### config.mk
export PLATFORM = sky130hd
export DESIGN_NAME = fbm_host
export DESIGN_NICKNAME = d
export VERILOG_FILES = /design/src/rtl/fbm_pkg.sv /design/src/rtl/fbm_bbt_mem.sv /design/src/rtl/fbm_host.sv
export SDC_FILE = /design/constraint.sdc
export NUM_CORES = 2
export LEC_CHECK = 0
export BUFFER_PORTS_ARGS = -buffer_cell sky130_fd_sc_hd__buf_2
export CAP_MARGIN = 10
export CORE_MARGIN = 1
export CORE_UTILIZATION = 30
export DETAILED_ROUTE_END_ITERATION = 12
export GPL_ROUTABILITY_DRIVEN = 1
export PLACE_DENSITY_LB_ADDON = 0.08
export SYNTH_ARGS = -nofsm -noshare
export SYNTH_HDL_FRONTEND = slang
export SYNTH_SLANG_ARGS = --single-unit
### constraint.sdc
create_clock -name mclk -period 40 [get_ports mclk]
set_clock_uncertainty 0.05 [all_clocks]
set_input_delay 6 -clock mclk [delete_from_list [all_inputs] [get_ports mclk]]
set_output_delay 6 -clock mclk [all_outputs]
set_load 0.03 [all_outputs]
### src/rtl/fbm_pkg.sv
// constants, types and pin carrier for the flash block manager host
package fbm_pkg;

    localparam int CLK_NS      = 32'h8;
    localparam int T_STROBE_NS = 32'h19;
    localparam int T_WB_NS     = 32'h64;
    // strobe low spans two ticks
    localparam int TICK_CYC    = (T_STROBE_NS + 2 * CLK_NS - 1) / (2 * CLK_NS);
    localparam int WB_CYC      = (T_WB_NS + CLK_NS - 1) / CLK_NS;
    localparam logic [2:0] TICK_LAST = 3'(TICK_CYC - 1);
    localparam logic [9:0] WB_LAST   = 10'(WB_CYC - 1);

    localparam logic [9:0] SECTOR_BYTES    = 10'h210;
    localparam logic [9:0] SECTOR_LAST     = 10'h20F;
    localparam logic [9:0] LAST_BLOCK      = 10'h3FF;
    localparam logic [9:0] ADDR_LAST_RW    = 10'h003;
    localparam logic [9:0] ADDR_LAST_ERASE = 10'h001;
    localparam logic [2:0] MAX_PARTIAL     = 3'h4;

    localparam logic [7:0] CMD_READ     = 8'h00;
    localparam logic [7:0] CMD_READ_GO  = 8'h30;
    localparam logic [7:0] CMD_PROG     = 8'h80;
    localparam logic [7:0] CMD_PROG_GO  = 8'h10;
    localparam logic [7:0] CMD_ERASE    = 8'h60;
    localparam logic [7:0] CMD_ERASE_GO = 8'hD0;
    localparam logic [7:0] CMD_STATUS   = 8'h70;
    localparam logic [7:0] BAD_MARK     = 8'h00;
    localparam logic [7:0] PAD_BYTE     = 8'hFF;
    localparam int ST_FAIL_BIT    = 32'h0;
    localparam int ST_REWRITE_BIT = 32'h3;

    typedef enum logic [1:0] {
        OP_SCAN  = 2'h0,
        OP_READ  = 2'h1,
        OP_PROG  = 2'h2,
        OP_ERASE = 2'h3
    } fbm_op_t;

    typedef enum logic [12:0] {
        S_IDLE     = 13'h0001,
        S_CHECK    = 13'h0002,
        S_CMD1     = 13'h0004,
        S_ADDR     = 13'h0008,
        S_DATA_W   = 13'h0010,
        S_CMD2     = 13'h0020,
        S_WAIT_WB  = 13'h0040,
        S_WAIT_RB  = 13'h0080,
        S_STAT_CMD = 13'h0100,
        S_STAT_RD  = 13'h0200,
        S_RDMODE   = 13'h0400,
        S_DATA_R   = 13'h0800,
        S_EVAL     = 13'h1000
    } fbm_state_t;

    typedef struct packed {
        fbm_op_t    op;
        logic [9:0] block;
        logic [5:0] page;
        logic [1:0] sector;
        logic [9:0] len;
    } fbm_req_t;

    typedef struct packed {
        logic       fail;
        logic       refused;
        logic       uncorrectable;
        logic       rewrite;
        logic       relocated;
        logic [9:0] block;
    } fbm_res_t;

    typedef struct packed {
        logic       ce_n;
        logic       cle;
        logic       ale;
        logic       we_n;
        logic       re_n;
        logic       wp_n;
        logic       io_oe_n;
        logic [7:0] io_o;
    } fbm_pins_t;

    localparam fbm_pins_t PINS_RST = '{ce_n: 1'b1, cle: 1'b0, ale: 1'b0, we_n: 1'b1,
                                       re_n: 1'b1, wp_n: 1'b0, io_oe_n: 1'b1,
                                       io_o: 8'h00};

endpackage

### src/rtl/fbm_bbt_mem.sv
// bad-block table, one flag per block, registered read
`timescale 1ns/10ps
module fbm_bbt_mem (
    input  wire logic       mclk,
    input  wire logic       we,
    input  wire logic [9:0] waddr,
    input  wire logic       wdata,
    input  wire logic [9:0] raddr,
    output logic            rdata
);
    logic mem [0:1023];

    always_ff @(posedge mclk) begin
        if (we) begin
            mem[waddr] <= wdata;
        end
        rdata <= mem[raddr];
    end
endmodule

### src/rtl/fbm_host.sv
// host sequencer: bad-block scan, read, program, erase with block management
`timescale 1ns/10ps
//////////////////////////////////////////////////////////////////////////////
module fbm_host (
    input  wire logic               mclk,
    input  wire logic               resetn,
    input  wire fbm_pkg::fbm_req_t  req,
    input  wire logic               req_valid,
    output logic                    req_ready,
    input  wire logic [7:0]         wr_data,
    input  wire logic               wr_valid,
    output logic                    wr_ready,
    output logic [7:0]              rd_data,
    output logic                    rd_valid,
    output fbm_pkg::fbm_res_t       res,
    output logic                    done,
    output fbm_pkg::fbm_pins_t      pins,
    input  wire logic [7:0]         io_i,
    input  wire logic               ryby
);

    function automatic logic [7:0] cmd_byte(input fbm_pkg::fbm_op_t op, input logic second);
        logic [7:0] b;
        b = second ? fbm_pkg::CMD_READ_GO : fbm_pkg::CMD_READ;
        if (op == fbm_pkg::OP_PROG) begin
            b = second ? fbm_pkg::CMD_PROG_GO : fbm_pkg::CMD_PROG;
        end else if (op == fbm_pkg::OP_ERASE) begin
            b = second ? fbm_pkg::CMD_ERASE_GO : fbm_pkg::CMD_ERASE;
        end
        return b;
    endfunction

    function automatic logic [7:0] addr_byte(input logic [1:0] idx, input logic [11:0] col,
                                             input logic [15:0] row, input logic erase);
        logic [7:0] b;
        b = row[15:8];
        if (erase) begin
            b = idx[0] ? row[15:8] : row[7:0];
        end else if (idx == 2'h0) begin
            b = col[7:0];
        end else if (idx == 2'h1) begin
            b = {4'h0, col[11:8]};
        end else if (idx == 2'h2) begin
            b = row[7:0];
        end
        return b;
    endfunction

    //////////////////////////////////////////////////////////////////////////
    // state and registers
    fbm_pkg::fbm_state_t st_r;
    fbm_pkg::fbm_state_t st_nxt;
    fbm_pkg::fbm_req_t   req_r;
    fbm_pkg::fbm_res_t   res_r;
    fbm_pkg::fbm_res_t   res_nxt;
    fbm_pkg::fbm_pins_t  pins_r;
    fbm_pkg::fbm_pins_t  pins_nxt;
    logic [9:0]          cnt_r;
    logic [9:0]          cnt_nxt;
    logic [9:0]          blk_r;
    logic [9:0]          blk_nxt;
    logic [9:0]          start_blk_r;
    logic [2:0]          tick_cnt_r;
    logic [1:0]          phase_r;
    logic [7:0]          out_byte_r;
    logic [7:0]          cap_r;
    logic [7:0]          stat_r;
    logic [7:0]          rd_data_r;
    logic                rd_valid_r;
    logic                done_r;
    logic                scanned_r;
    logic                reloc_r;
    logic [15:0]         pp_row_r;
    logic [2:0]          pp_cnt_r;
    logic                rb_m_r;
    logic                rb_s_r;
    logic [7:0]          io_m_r;
    logic [7:0]          io_s_r;
    logic                fin;
    logic                tbl_we;
    logic                tbl_wbad;
    logic                tbl_rdata;
    logic                pp_inc;
    logic                pp_clr;
    logic                reloc_set;

    //////////////////////////////////////////////////////////////////////////
    // decode
    wire fbm_pkg::fbm_op_t op = req_r.op;
    wire is_erase = (op == fbm_pkg::OP_ERASE);
    wire is_prog  = (op == fbm_pkg::OP_PROG);
    wire is_read  = (op == fbm_pkg::OP_READ);
    wire is_scan  = (op == fbm_pkg::OP_SCAN);
    wire tick     = (tick_cnt_r == fbm_pkg::TICK_LAST);
    wire cmd_st   = (st_r == fbm_pkg::S_CMD1) || (st_r == fbm_pkg::S_CMD2)
                 || (st_r == fbm_pkg::S_STAT_CMD) || (st_r == fbm_pkg::S_RDMODE);
    wire wr_st    = cmd_st || (st_r == fbm_pkg::S_ADDR) || (st_r == fbm_pkg::S_DATA_W);
    wire rd_st    = (st_r == fbm_pkg::S_STAT_RD) || (st_r == fbm_pkg::S_DATA_R);
    wire need_byte = (st_r == fbm_pkg::S_DATA_W) && (cnt_r < req_r.len);
    wire stall    = need_byte && (phase_r == 2'h0) && !wr_valid;
    wire adv      = tick && (wr_st || rd_st) && !stall;
    wire cyc_end  = adv && (phase_r == 2'h3);
    wire strobe   = (phase_r == 2'h1) || (phase_r == 2'h2);
    wire [15:0] row = {blk_r, req_r.page};
    wire [11:0] col = {10'h000, req_r.sector} * {2'h0, fbm_pkg::SECTOR_BYTES};
    wire [9:0] addr_last = is_erase ? fbm_pkg::ADDR_LAST_ERASE : fbm_pkg::ADDR_LAST_RW;
    wire pp_full  = (row == pp_row_r) && (pp_cnt_r == fbm_pkg::MAX_PARTIAL);
    wire refuse   = !scanned_r || (tbl_rdata && !is_read) || (pp_full && is_prog);
    wire stat_fail = stat_r[fbm_pkg::ST_FAIL_BIT];
    wire [7:0] data_byte = need_byte ? wr_data : fbm_pkg::PAD_BYTE;
    wire [7:0] byte_sel =
        (st_r == fbm_pkg::S_CMD1)     ? cmd_byte(op, 1'b0) :
        (st_r == fbm_pkg::S_CMD2)     ? cmd_byte(op, 1'b1) :
        (st_r == fbm_pkg::S_ADDR)     ? addr_byte(cnt_r[1:0], col, row, is_erase) :
        (st_r == fbm_pkg::S_DATA_W)   ? data_byte :
        (st_r == fbm_pkg::S_STAT_CMD) ? fbm_pkg::CMD_STATUS : fbm_pkg::CMD_READ;

    assign req_ready = (st_r == fbm_pkg::S_IDLE);
    assign wr_ready  = need_byte && (phase_r == 2'h0) && tick;
    assign rd_data   = rd_data_r;
    assign rd_valid  = rd_valid_r;
    assign res       = res_r;
    assign done      = done_r;
    assign pins      = pins_r;

    assign pins_nxt.ce_n    = (st_r == fbm_pkg::S_IDLE) || (st_r == fbm_pkg::S_CHECK);
    assign pins_nxt.cle     = cmd_st;
    assign pins_nxt.ale     = (st_r == fbm_pkg::S_ADDR);
    assign pins_nxt.we_n    = !(wr_st && strobe);
    assign pins_nxt.re_n    = !(rd_st && strobe);
    assign pins_nxt.wp_n    = 1'b1;
    assign pins_nxt.io_oe_n = !wr_st;
    assign pins_nxt.io_o    = out_byte_r;

    fbm_bbt_mem u_bbt (
        .mclk  (mclk),
        .we    (tbl_we),
        .waddr (blk_r),
        .wdata (tbl_wbad),
        .raddr (blk_r),
        .rdata (tbl_rdata)
    );

    //////////////////////////////////////////////////////////////////////////
    // sequencer
    always_comb begin
        st_nxt    = st_r;
        cnt_nxt   = cnt_r;
        blk_nxt   = blk_r;
        res_nxt   = res_r;
        fin       = 1'b0;
        tbl_we    = 1'b0;
        tbl_wbad  = 1'b0;
        pp_inc    = 1'b0;
        pp_clr    = 1'b0;
        reloc_set = 1'b0;
        unique case (st_r)
            fbm_pkg::S_IDLE: if (req_valid) begin
                st_nxt  = (req.op == fbm_pkg::OP_SCAN) ? fbm_pkg::S_CMD1 : fbm_pkg::S_CHECK;
                cnt_nxt = 10'h000;
                blk_nxt = (req.op == fbm_pkg::OP_SCAN) ? 10'h000 : req.block;
            end
            fbm_pkg::S_CHECK: if (cnt_r == 10'h001) begin
                cnt_nxt = 10'h000;
                if (reloc_r && tbl_rdata && (blk_r != start_blk_r)) begin
                    blk_nxt = blk_r + 10'h001;
                end else if (refuse) begin
                    fin     = 1'b1;
                    st_nxt  = fbm_pkg::S_IDLE;
                    res_nxt = '{fail: reloc_r, refused: 1'b1, uncorrectable: 1'b0,
                                rewrite: 1'b0, relocated: reloc_r, block: blk_r};
                end else begin
                    st_nxt = fbm_pkg::S_CMD1;
                end
            end else begin
                cnt_nxt = cnt_r + 10'h001;
            end
            fbm_pkg::S_CMD1: if (cyc_end) begin
                st_nxt  = fbm_pkg::S_ADDR;
                cnt_nxt = 10'h000;
            end
            fbm_pkg::S_ADDR: if (cyc_end) begin
                cnt_nxt = cnt_r + 10'h001;
                if (cnt_r == addr_last) begin
                    st_nxt  = is_prog ? fbm_pkg::S_DATA_W : fbm_pkg::S_CMD2;
                    cnt_nxt = 10'h000;
                end
            end
            fbm_pkg::S_DATA_W: if (cyc_end) begin
                cnt_nxt = cnt_r + 10'h001;
                if (cnt_r == fbm_pkg::SECTOR_LAST) begin
                    st_nxt  = fbm_pkg::S_CMD2;
                    cnt_nxt = 10'h000;
                end
            end
            fbm_pkg::S_CMD2: if (cyc_end) begin
                st_nxt  = fbm_pkg::S_WAIT_WB;
                cnt_nxt = 10'h000;
            end
            fbm_pkg::S_WAIT_WB: begin
                cnt_nxt = cnt_r + 10'h001;
                if (cnt_r == fbm_pkg::WB_LAST) begin
                    st_nxt = fbm_pkg::S_WAIT_RB;
                end
            end
            fbm_pkg::S_WAIT_RB: if (rb_s_r) begin
                st_nxt  = is_scan ? fbm_pkg::S_DATA_R : fbm_pkg::S_STAT_CMD;
                cnt_nxt = 10'h000;
            end
            fbm_pkg::S_STAT_CMD: if (cyc_end) begin
                st_nxt = fbm_pkg::S_STAT_RD;
            end
            fbm_pkg::S_STAT_RD: if (cyc_end) begin
                st_nxt = is_read ? fbm_pkg::S_RDMODE : fbm_pkg::S_EVAL;
            end
            fbm_pkg::S_RDMODE: if (cyc_end) begin
                st_nxt  = fbm_pkg::S_DATA_R;
                cnt_nxt = 10'h000;
            end
            fbm_pkg::S_DATA_R: if (cyc_end) begin
                cnt_nxt = cnt_r + 10'h001;
                if (cnt_r >= req_r.len - 10'h001) begin
                    st_nxt = fbm_pkg::S_EVAL;
                end
            end
            fbm_pkg::S_EVAL: begin
                fin     = 1'b1;
                st_nxt  = fbm_pkg::S_IDLE;
                res_nxt = '{fail: stat_fail && !is_scan && !is_read, refused: 1'b0,
                            uncorrectable: is_read && stat_fail,
                            rewrite: is_read && stat_r[fbm_pkg::ST_REWRITE_BIT],
                            relocated: reloc_r, block: blk_r};
                if (is_scan) begin
                    tbl_we   = 1'b1;
                    tbl_wbad = (cap_r == fbm_pkg::BAD_MARK);
                    if (blk_r != fbm_pkg::LAST_BLOCK) begin
                        fin     = 1'b0;
                        st_nxt  = fbm_pkg::S_CMD1;
                        blk_nxt = blk_r + 10'h001;
                    end
                end else if (is_erase) begin
                    tbl_we   = stat_fail;
                    tbl_wbad = 1'b1;
                    pp_clr   = !stat_fail && (blk_r == pp_row_r[15:6]);
                end else if (is_prog) begin
                    tbl_we   = stat_fail;
                    tbl_wbad = 1'b1;
                    pp_inc   = !stat_fail;
                    if (stat_fail) begin
                        fin       = 1'b0;
                        reloc_set = 1'b1;
                        st_nxt    = fbm_pkg::S_CHECK;
                        cnt_nxt   = 10'h000;
                        blk_nxt   = blk_r + 10'h001;
                    end
                end
            end
            default: st_nxt = fbm_pkg::S_IDLE;
        endcase
    end

    //////////////////////////////////////////////////////////////////////////
    // flops
    always_ff @(posedge mclk or negedge resetn) begin
        if (!resetn) begin
            st_r  <= fbm_pkg::S_IDLE;
            cnt_r <= 10'h000;
            blk_r <= 10'h000;
            res_r <= '0;
            done_r <= 1'b0;
        end else begin
            st_r  <= st_nxt;
            cnt_r <= cnt_nxt;
            blk_r <= blk_nxt;
            res_r <= res_nxt;
            done_r <= fin;
        end
    end

    always_ff @(posedge mclk or negedge resetn) begin
        if (!resetn) begin
            req_r <= '0;
            reloc_r <= 1'b0;
            start_blk_r <= 10'h000;
            scanned_r <= 1'b0;
        end else begin
            if (req_valid && req_ready) begin
                req_r <= req;
                reloc_r <= 1'b0;
                if (req.op == fbm_pkg::OP_SCAN) begin
                    req_r.page   <= 6'h00;
                    req_r.sector <= 2'h0;
                    req_r.len    <= 10'h001;
                end
            end else if (reloc_set) begin
                reloc_r <= 1'b1;
                start_blk_r <= blk_r;
            end
            if (fin && is_scan) begin
                scanned_r <= 1'b1;
            end
        end
    end

    always_ff @(posedge mclk or negedge resetn) begin
        if (!resetn) begin
            pp_row_r <= 16'h0000;
            pp_cnt_r <= 3'h0;
        end else if (pp_inc) begin
            pp_row_r <= row;
            pp_cnt_r <= (row == pp_row_r) ? pp_cnt_r + 3'h1 : 3'h1;
        end else if (pp_clr) begin
            pp_cnt_r <= 3'h0;
        end
    end

    always_ff @(posedge mclk or negedge resetn) begin
        if (!resetn) begin
            tick_cnt_r <= 3'h0;
            phase_r    <= 2'h0;
            out_byte_r <= 8'h00;
            pins_r     <= fbm_pkg::PINS_RST;
        end else begin
            tick_cnt_r <= tick ? 3'h0 : tick_cnt_r + 3'h1;
            phase_r    <= (wr_st || rd_st) ? phase_r + {1'b0, adv} : 2'h0;
            if (adv && (phase_r == 2'h0)) begin
                out_byte_r <= byte_sel;
            end
            pins_r <= pins_nxt;
        end
    end

    always_ff @(posedge mclk or negedge resetn) begin
        if (!resetn) begin
            rb_m_r <= 1'b0;
            rb_s_r <= 1'b0;
            io_m_r <= 8'h00;
            io_s_r <= 8'h00;
            cap_r  <= 8'h00;
            stat_r <= 8'h00;
            rd_data_r  <= 8'h00;
            rd_valid_r <= 1'b0;
        end else begin
            rb_m_r <= ryby;
            rb_s_r <= rb_m_r;
            io_m_r <= io_i;
            io_s_r <= io_m_r;
            if (adv && rd_st && (phase_r == 2'h2)) begin
                cap_r <= io_s_r;
            end
            if (cyc_end && (st_r == fbm_pkg::S_STAT_RD)) begin
                stat_r <= cap_r;
            end
            rd_valid_r <= cyc_end && (st_r == fbm_pkg::S_DATA_R) && is_read;
            if (cyc_end && (st_r == fbm_pkg::S_DATA_R)) begin
                rd_data_r <= cap_r;
            end
        end
    end
endmodule

==> results.json <==
{
  "status": "finished, final reports clean",
  "wl_per_cell_um": 28.6,
  "critical_path_arrival_ns": 3.49,
  "global_route.usage.total": 0.209,
  "holdCritStartpoint": "io_m_r[2]",
  "standard_cell_core_area_mm2": 0.175,
  "grt_max_degree": 242,
  "hold_path_class": "reg2reg",
  "timing.max_slew.rel_slack": 0.101,
  "final.min_clock_period_ns": 9.54,
  "start_util": 0.304,
  "vias": 34400,
  "initialDrtViolationCount": 3159,
  "post_cts_hold_buffer_count": 0,
  "reg2reg_setup_slack_ns": 34.39,
  "netlist_area_before_placement_mm2": 0.0530,
  "chipWidth_um": 422,
  "ir_drop_uv": 55.9,
  "route.detailed.vias_per_inst": 5.21,
  "crit_type": "reg2out",
  "synthesis.area_per_instance_um2": 12.7,
  "remaining_drcs": 0,
  "gr-total-overflow": 0,
  "top_level_ports": 93,
  "fillers": 17400,
  "io_buffer_count": 92,
  "drv_slew": 0,
  "layout_worst_path_cycle_share": 0.239,
  "power.density_cell_area_mw_per_mm2": 60.7,
  "worstHoldEndpoint": "io_s_r[2]",
  "timing.final.setup_violations": 0,
  "timing_worst_slew_pin_value_ns": 1.35,
  "cts_post_setup_buffers_inserted": 0,
  "antennaDiodeCount": 0,
  "ys_types": 91,
  "floorplan.rows": 153,
  "end_kind": "output port",
  "first_global_vias": 34400,
  "layout-area-overhead-vs-synth_pct": 14.1,
  "final_hold_fails": 0,
  "clock_tree.root_cell": "clkbuf_16",
  "cts.repair.resized": 0,
  "maxCapViolCount": 0,
  "synth_async_sr_flop_share": 0.139,
  "rr_endpoint": "u_bbt.mem[6]",
  "drt-total-wl_mm": 189,
  "layout.core_utilization": 0.346,
  "ys.flop_type": "edfxtp_1",
  "required_time_of_the_worst_setup_path_ns": 33.95,
  "fp.dieH_um": 422,
  "synth_edf_count": 1024,
  "tritoncts": "done",
  "ys_seq_elements": 1190,
  "tritoncts_num_sinks": 1190,
  "cts.clk_slew.worst_paths_ns": 0.05,
  "grt_setup_unrepaired": "no",
  "timing.critical_path.fanout_max": 11,
  "die_area_mm2": 0.178,
  "insertion_delay_ns": 0.79,
  "global_route_wire_length_before_repair_mm": 266,
  "detail_route.first_pass.iterations": 6,
  "dp.final_hpwl_mm": 99.3,
  "synth_fp_nets": 4271,
  "number_of_antenna_violations_at_the_first_check_in_global_routing": 17,
  "synth.yosys.seq_area_share": 0.659,
  "layout.nets": 4259,
  "tritoncts.num_buffers": 145,
  "ctsHtreeMaxLevel": 4,
  "sort_of_element_at_the_start_of_the_critical_path": "flip-flop",
  "max_fclk_mhz": 105,
  "lkg_pwr_nw": 17.7,
  "final_layout_size_suffix_gt1_frac": 0.141,
  "ff2ff_path_depth": 7,
  "rr_startpoint": "st_r[7]",
  "ys.warnings.count": 0,
  "worst_hold_path.num_cells": 0,
  "place_congestion": 0.797,
  "syn_inst": 4185,
  "antenna_violating_nets_post_route": 0,
  "cts.path.max_buffers": 3,
  "timing.setup.tns_ns": 0
}
layer usage:
| metal | share of wire | track usage |
|---|---|---|
| met5 | 0 | 0 |
| met3 | 0.038 | 0.0236 |
| met4 | 0.017 | 0.0427 |
| met2 | 0.46 | 0.331 |
| met1 | 0.48 | 0.306 |
synthesized netlist by cell type (all sizes together), types with 9 or more instances:
cell       n  area, µm²
or4       12        101
nand4     30        213
xnor2     20        175
nand2    184        693
nor2b     14       87.6
nand3     70        410
a21o       9       67.6
inv       36        135
o22a      10       87.6
o21ai     91        455
mux2i    402       4020
ha        35        438
dfrtp    160       4000
mux4      61       1370
nor3      38        223
a21oi     35        186
xor2      20        175
nor2    1112       4180
o22ai    170       1060
a211oi    15        118
nor4      60        394
nor3b     12       90.1
a31oi     11       68.8
and3      15       93.8
clkbuf   260        976
edfxtp  1024      30700
mux2      66        777
buf       94        507
critical path, stage by stage (launching register included):
cell and delay, ns:
dfrtp_1 0.49, nor4_1 0.65, nand4_1 0.32, a2111o_1 0.51
or2_2 0.40, nor2_1 0.13, buf_2 0.20
layout make-up:
cell class | instances | area [µm²] | share of cell area
inverters | 38 | 143 | 0.00236
clock buffers | 188 | 3880 | 0.0642
clock inverters | 69 | 533 | 0.00881
well taps | 2325 | 2910 | 0.0481
multi-input cells | 2603 | 16700 | 0.276
flip-flops and latches | 1190 | 34900 | 0.577
repair buffers | 195 | 1390 | 0.0230
registers in the layout, indices dropped and copies added (netlist names), 3 cells and up:
register     count
u_bbt.mem     1024
pp_cnt_r         3
res             15
rd_data          8
io_s_r           8
pins            15
start_blk_r     10
io_m_r           8
req_r           18
st_r            13
blk_r           10
pp_row_r        16
cnt_r           10
cap_r            8
tick_cnt_r       3
out_byte_r       8
placed cells by master, fill, tap and decap left out, types with 14 or more instances in the layout:
| cell | synthesis | routed |
|---|---|---|
| xnor2_1 | 20 | 20 |
| mux2_2 | 57 | 57 |
| nand3_1 | 58 | 43 |
| mux2i_1 | 402 | 402 |
| a211oi_1 | 14 | 14 |
| nor2_1 | 1111 | 1109 |
| ha_1 | 35 | 35 |
| dfrtp_1 | 160 | 156 |
| nor4_1 | 57 | 57 |
| and3_1 | 15 | 15 |
| a21oi_1 | 34 | 32 |
| clkinv_1 | 2 | 30 |
| nand2_1 | 183 | 182 |
| nand4_1 | 26 | 26 |
| mux4_2 | 61 | 61 |
| clkbuf_1 | 260 | 37 |
| buf_2 | 69 | 91 |
| o22ai_1 | 170 | 170 |
| nor3_1 | 34 | 31 |
| edfxtp_1 | 1024 | 1024 |
| buf_4 | 6 | 93 |
| o21ai_0 | 89 | 89 |
| clkinv_2 | 0 | 21 |
| nand3_2 | 12 | 27 |
| clkbuf_16 | 0 | 148 |
| xor2_1 | 20 | 20 |
| inv_1 | 36 | 36 |
stage by stage:
| stage | std cells | setup slack [ns] | power, W | hold slack (ns) | cell area (µm²) |
|---|---|---|---|---|---|
| detailed placement | 6346 | 31.29 | 0.00244 | 0.286 | 55900 |
| floorplan | 4185 | 5.62 | 0.00202 | 0.281 | 53000 |
| global placement | 6346 | 31.31 | 0.00245 | 0.286 | 55900 |
| finish | 6608 | 30.46 | 0.00367 | 0.294 | 60500 |
| CTS | 6603 | 30.42 | 0.00371 | 0.299 | 60400 |
| global route | 6608 | 30.27 | 0.00381 | 0.303 | 60500 |
where the power goes:
group / switching [W] / total (W) / internal (W)
Combinational: 0.000694 / 0.00100 / 0.000307
Clock: 0.000542 / 0.00126 / 0.000717
Sequential: 0.0000492 / 0.00141 / 0.00136
logic make-up after synthesis:
logic type	count (synthesis)	share of synthesized area
AO/OA/AOI/OAI	396	0.0483
buffers and inverters	392	0.0307
XOR/XNOR	40	0.00661
AND/OR/NAND/NOR	1602	0.131
adder cells (fa/ha/maj)	35	0.00826
multiplexers	529	0.117
flip-flops	1190	0.659
other	1	0.0000708
worst max path at each step:
| stage | cells after the start | end | startpoint | slack, ns |
|---|---|---|---|---|
| 3_5_place_dp | 6 | wr_ready | st_r[10] | 31.29 |
| 2_1_floorplan | 5 | u_bbt.mem[0] | st_r[3] | 5.62 |
| 5_1_grt | 6 | wr_ready | st_r[10] | 30.27 |
| 4_1_cts | 6 | wr_ready | st_r[10] | 30.42 |
| 3_3_place_gp | 6 | wr_ready | st_r[10] | 31.31 |
| 6_report | 6 | wr_ready | st_r[10] | 30.46 |
Note: power is estimated with default switching activity, not from simulation.
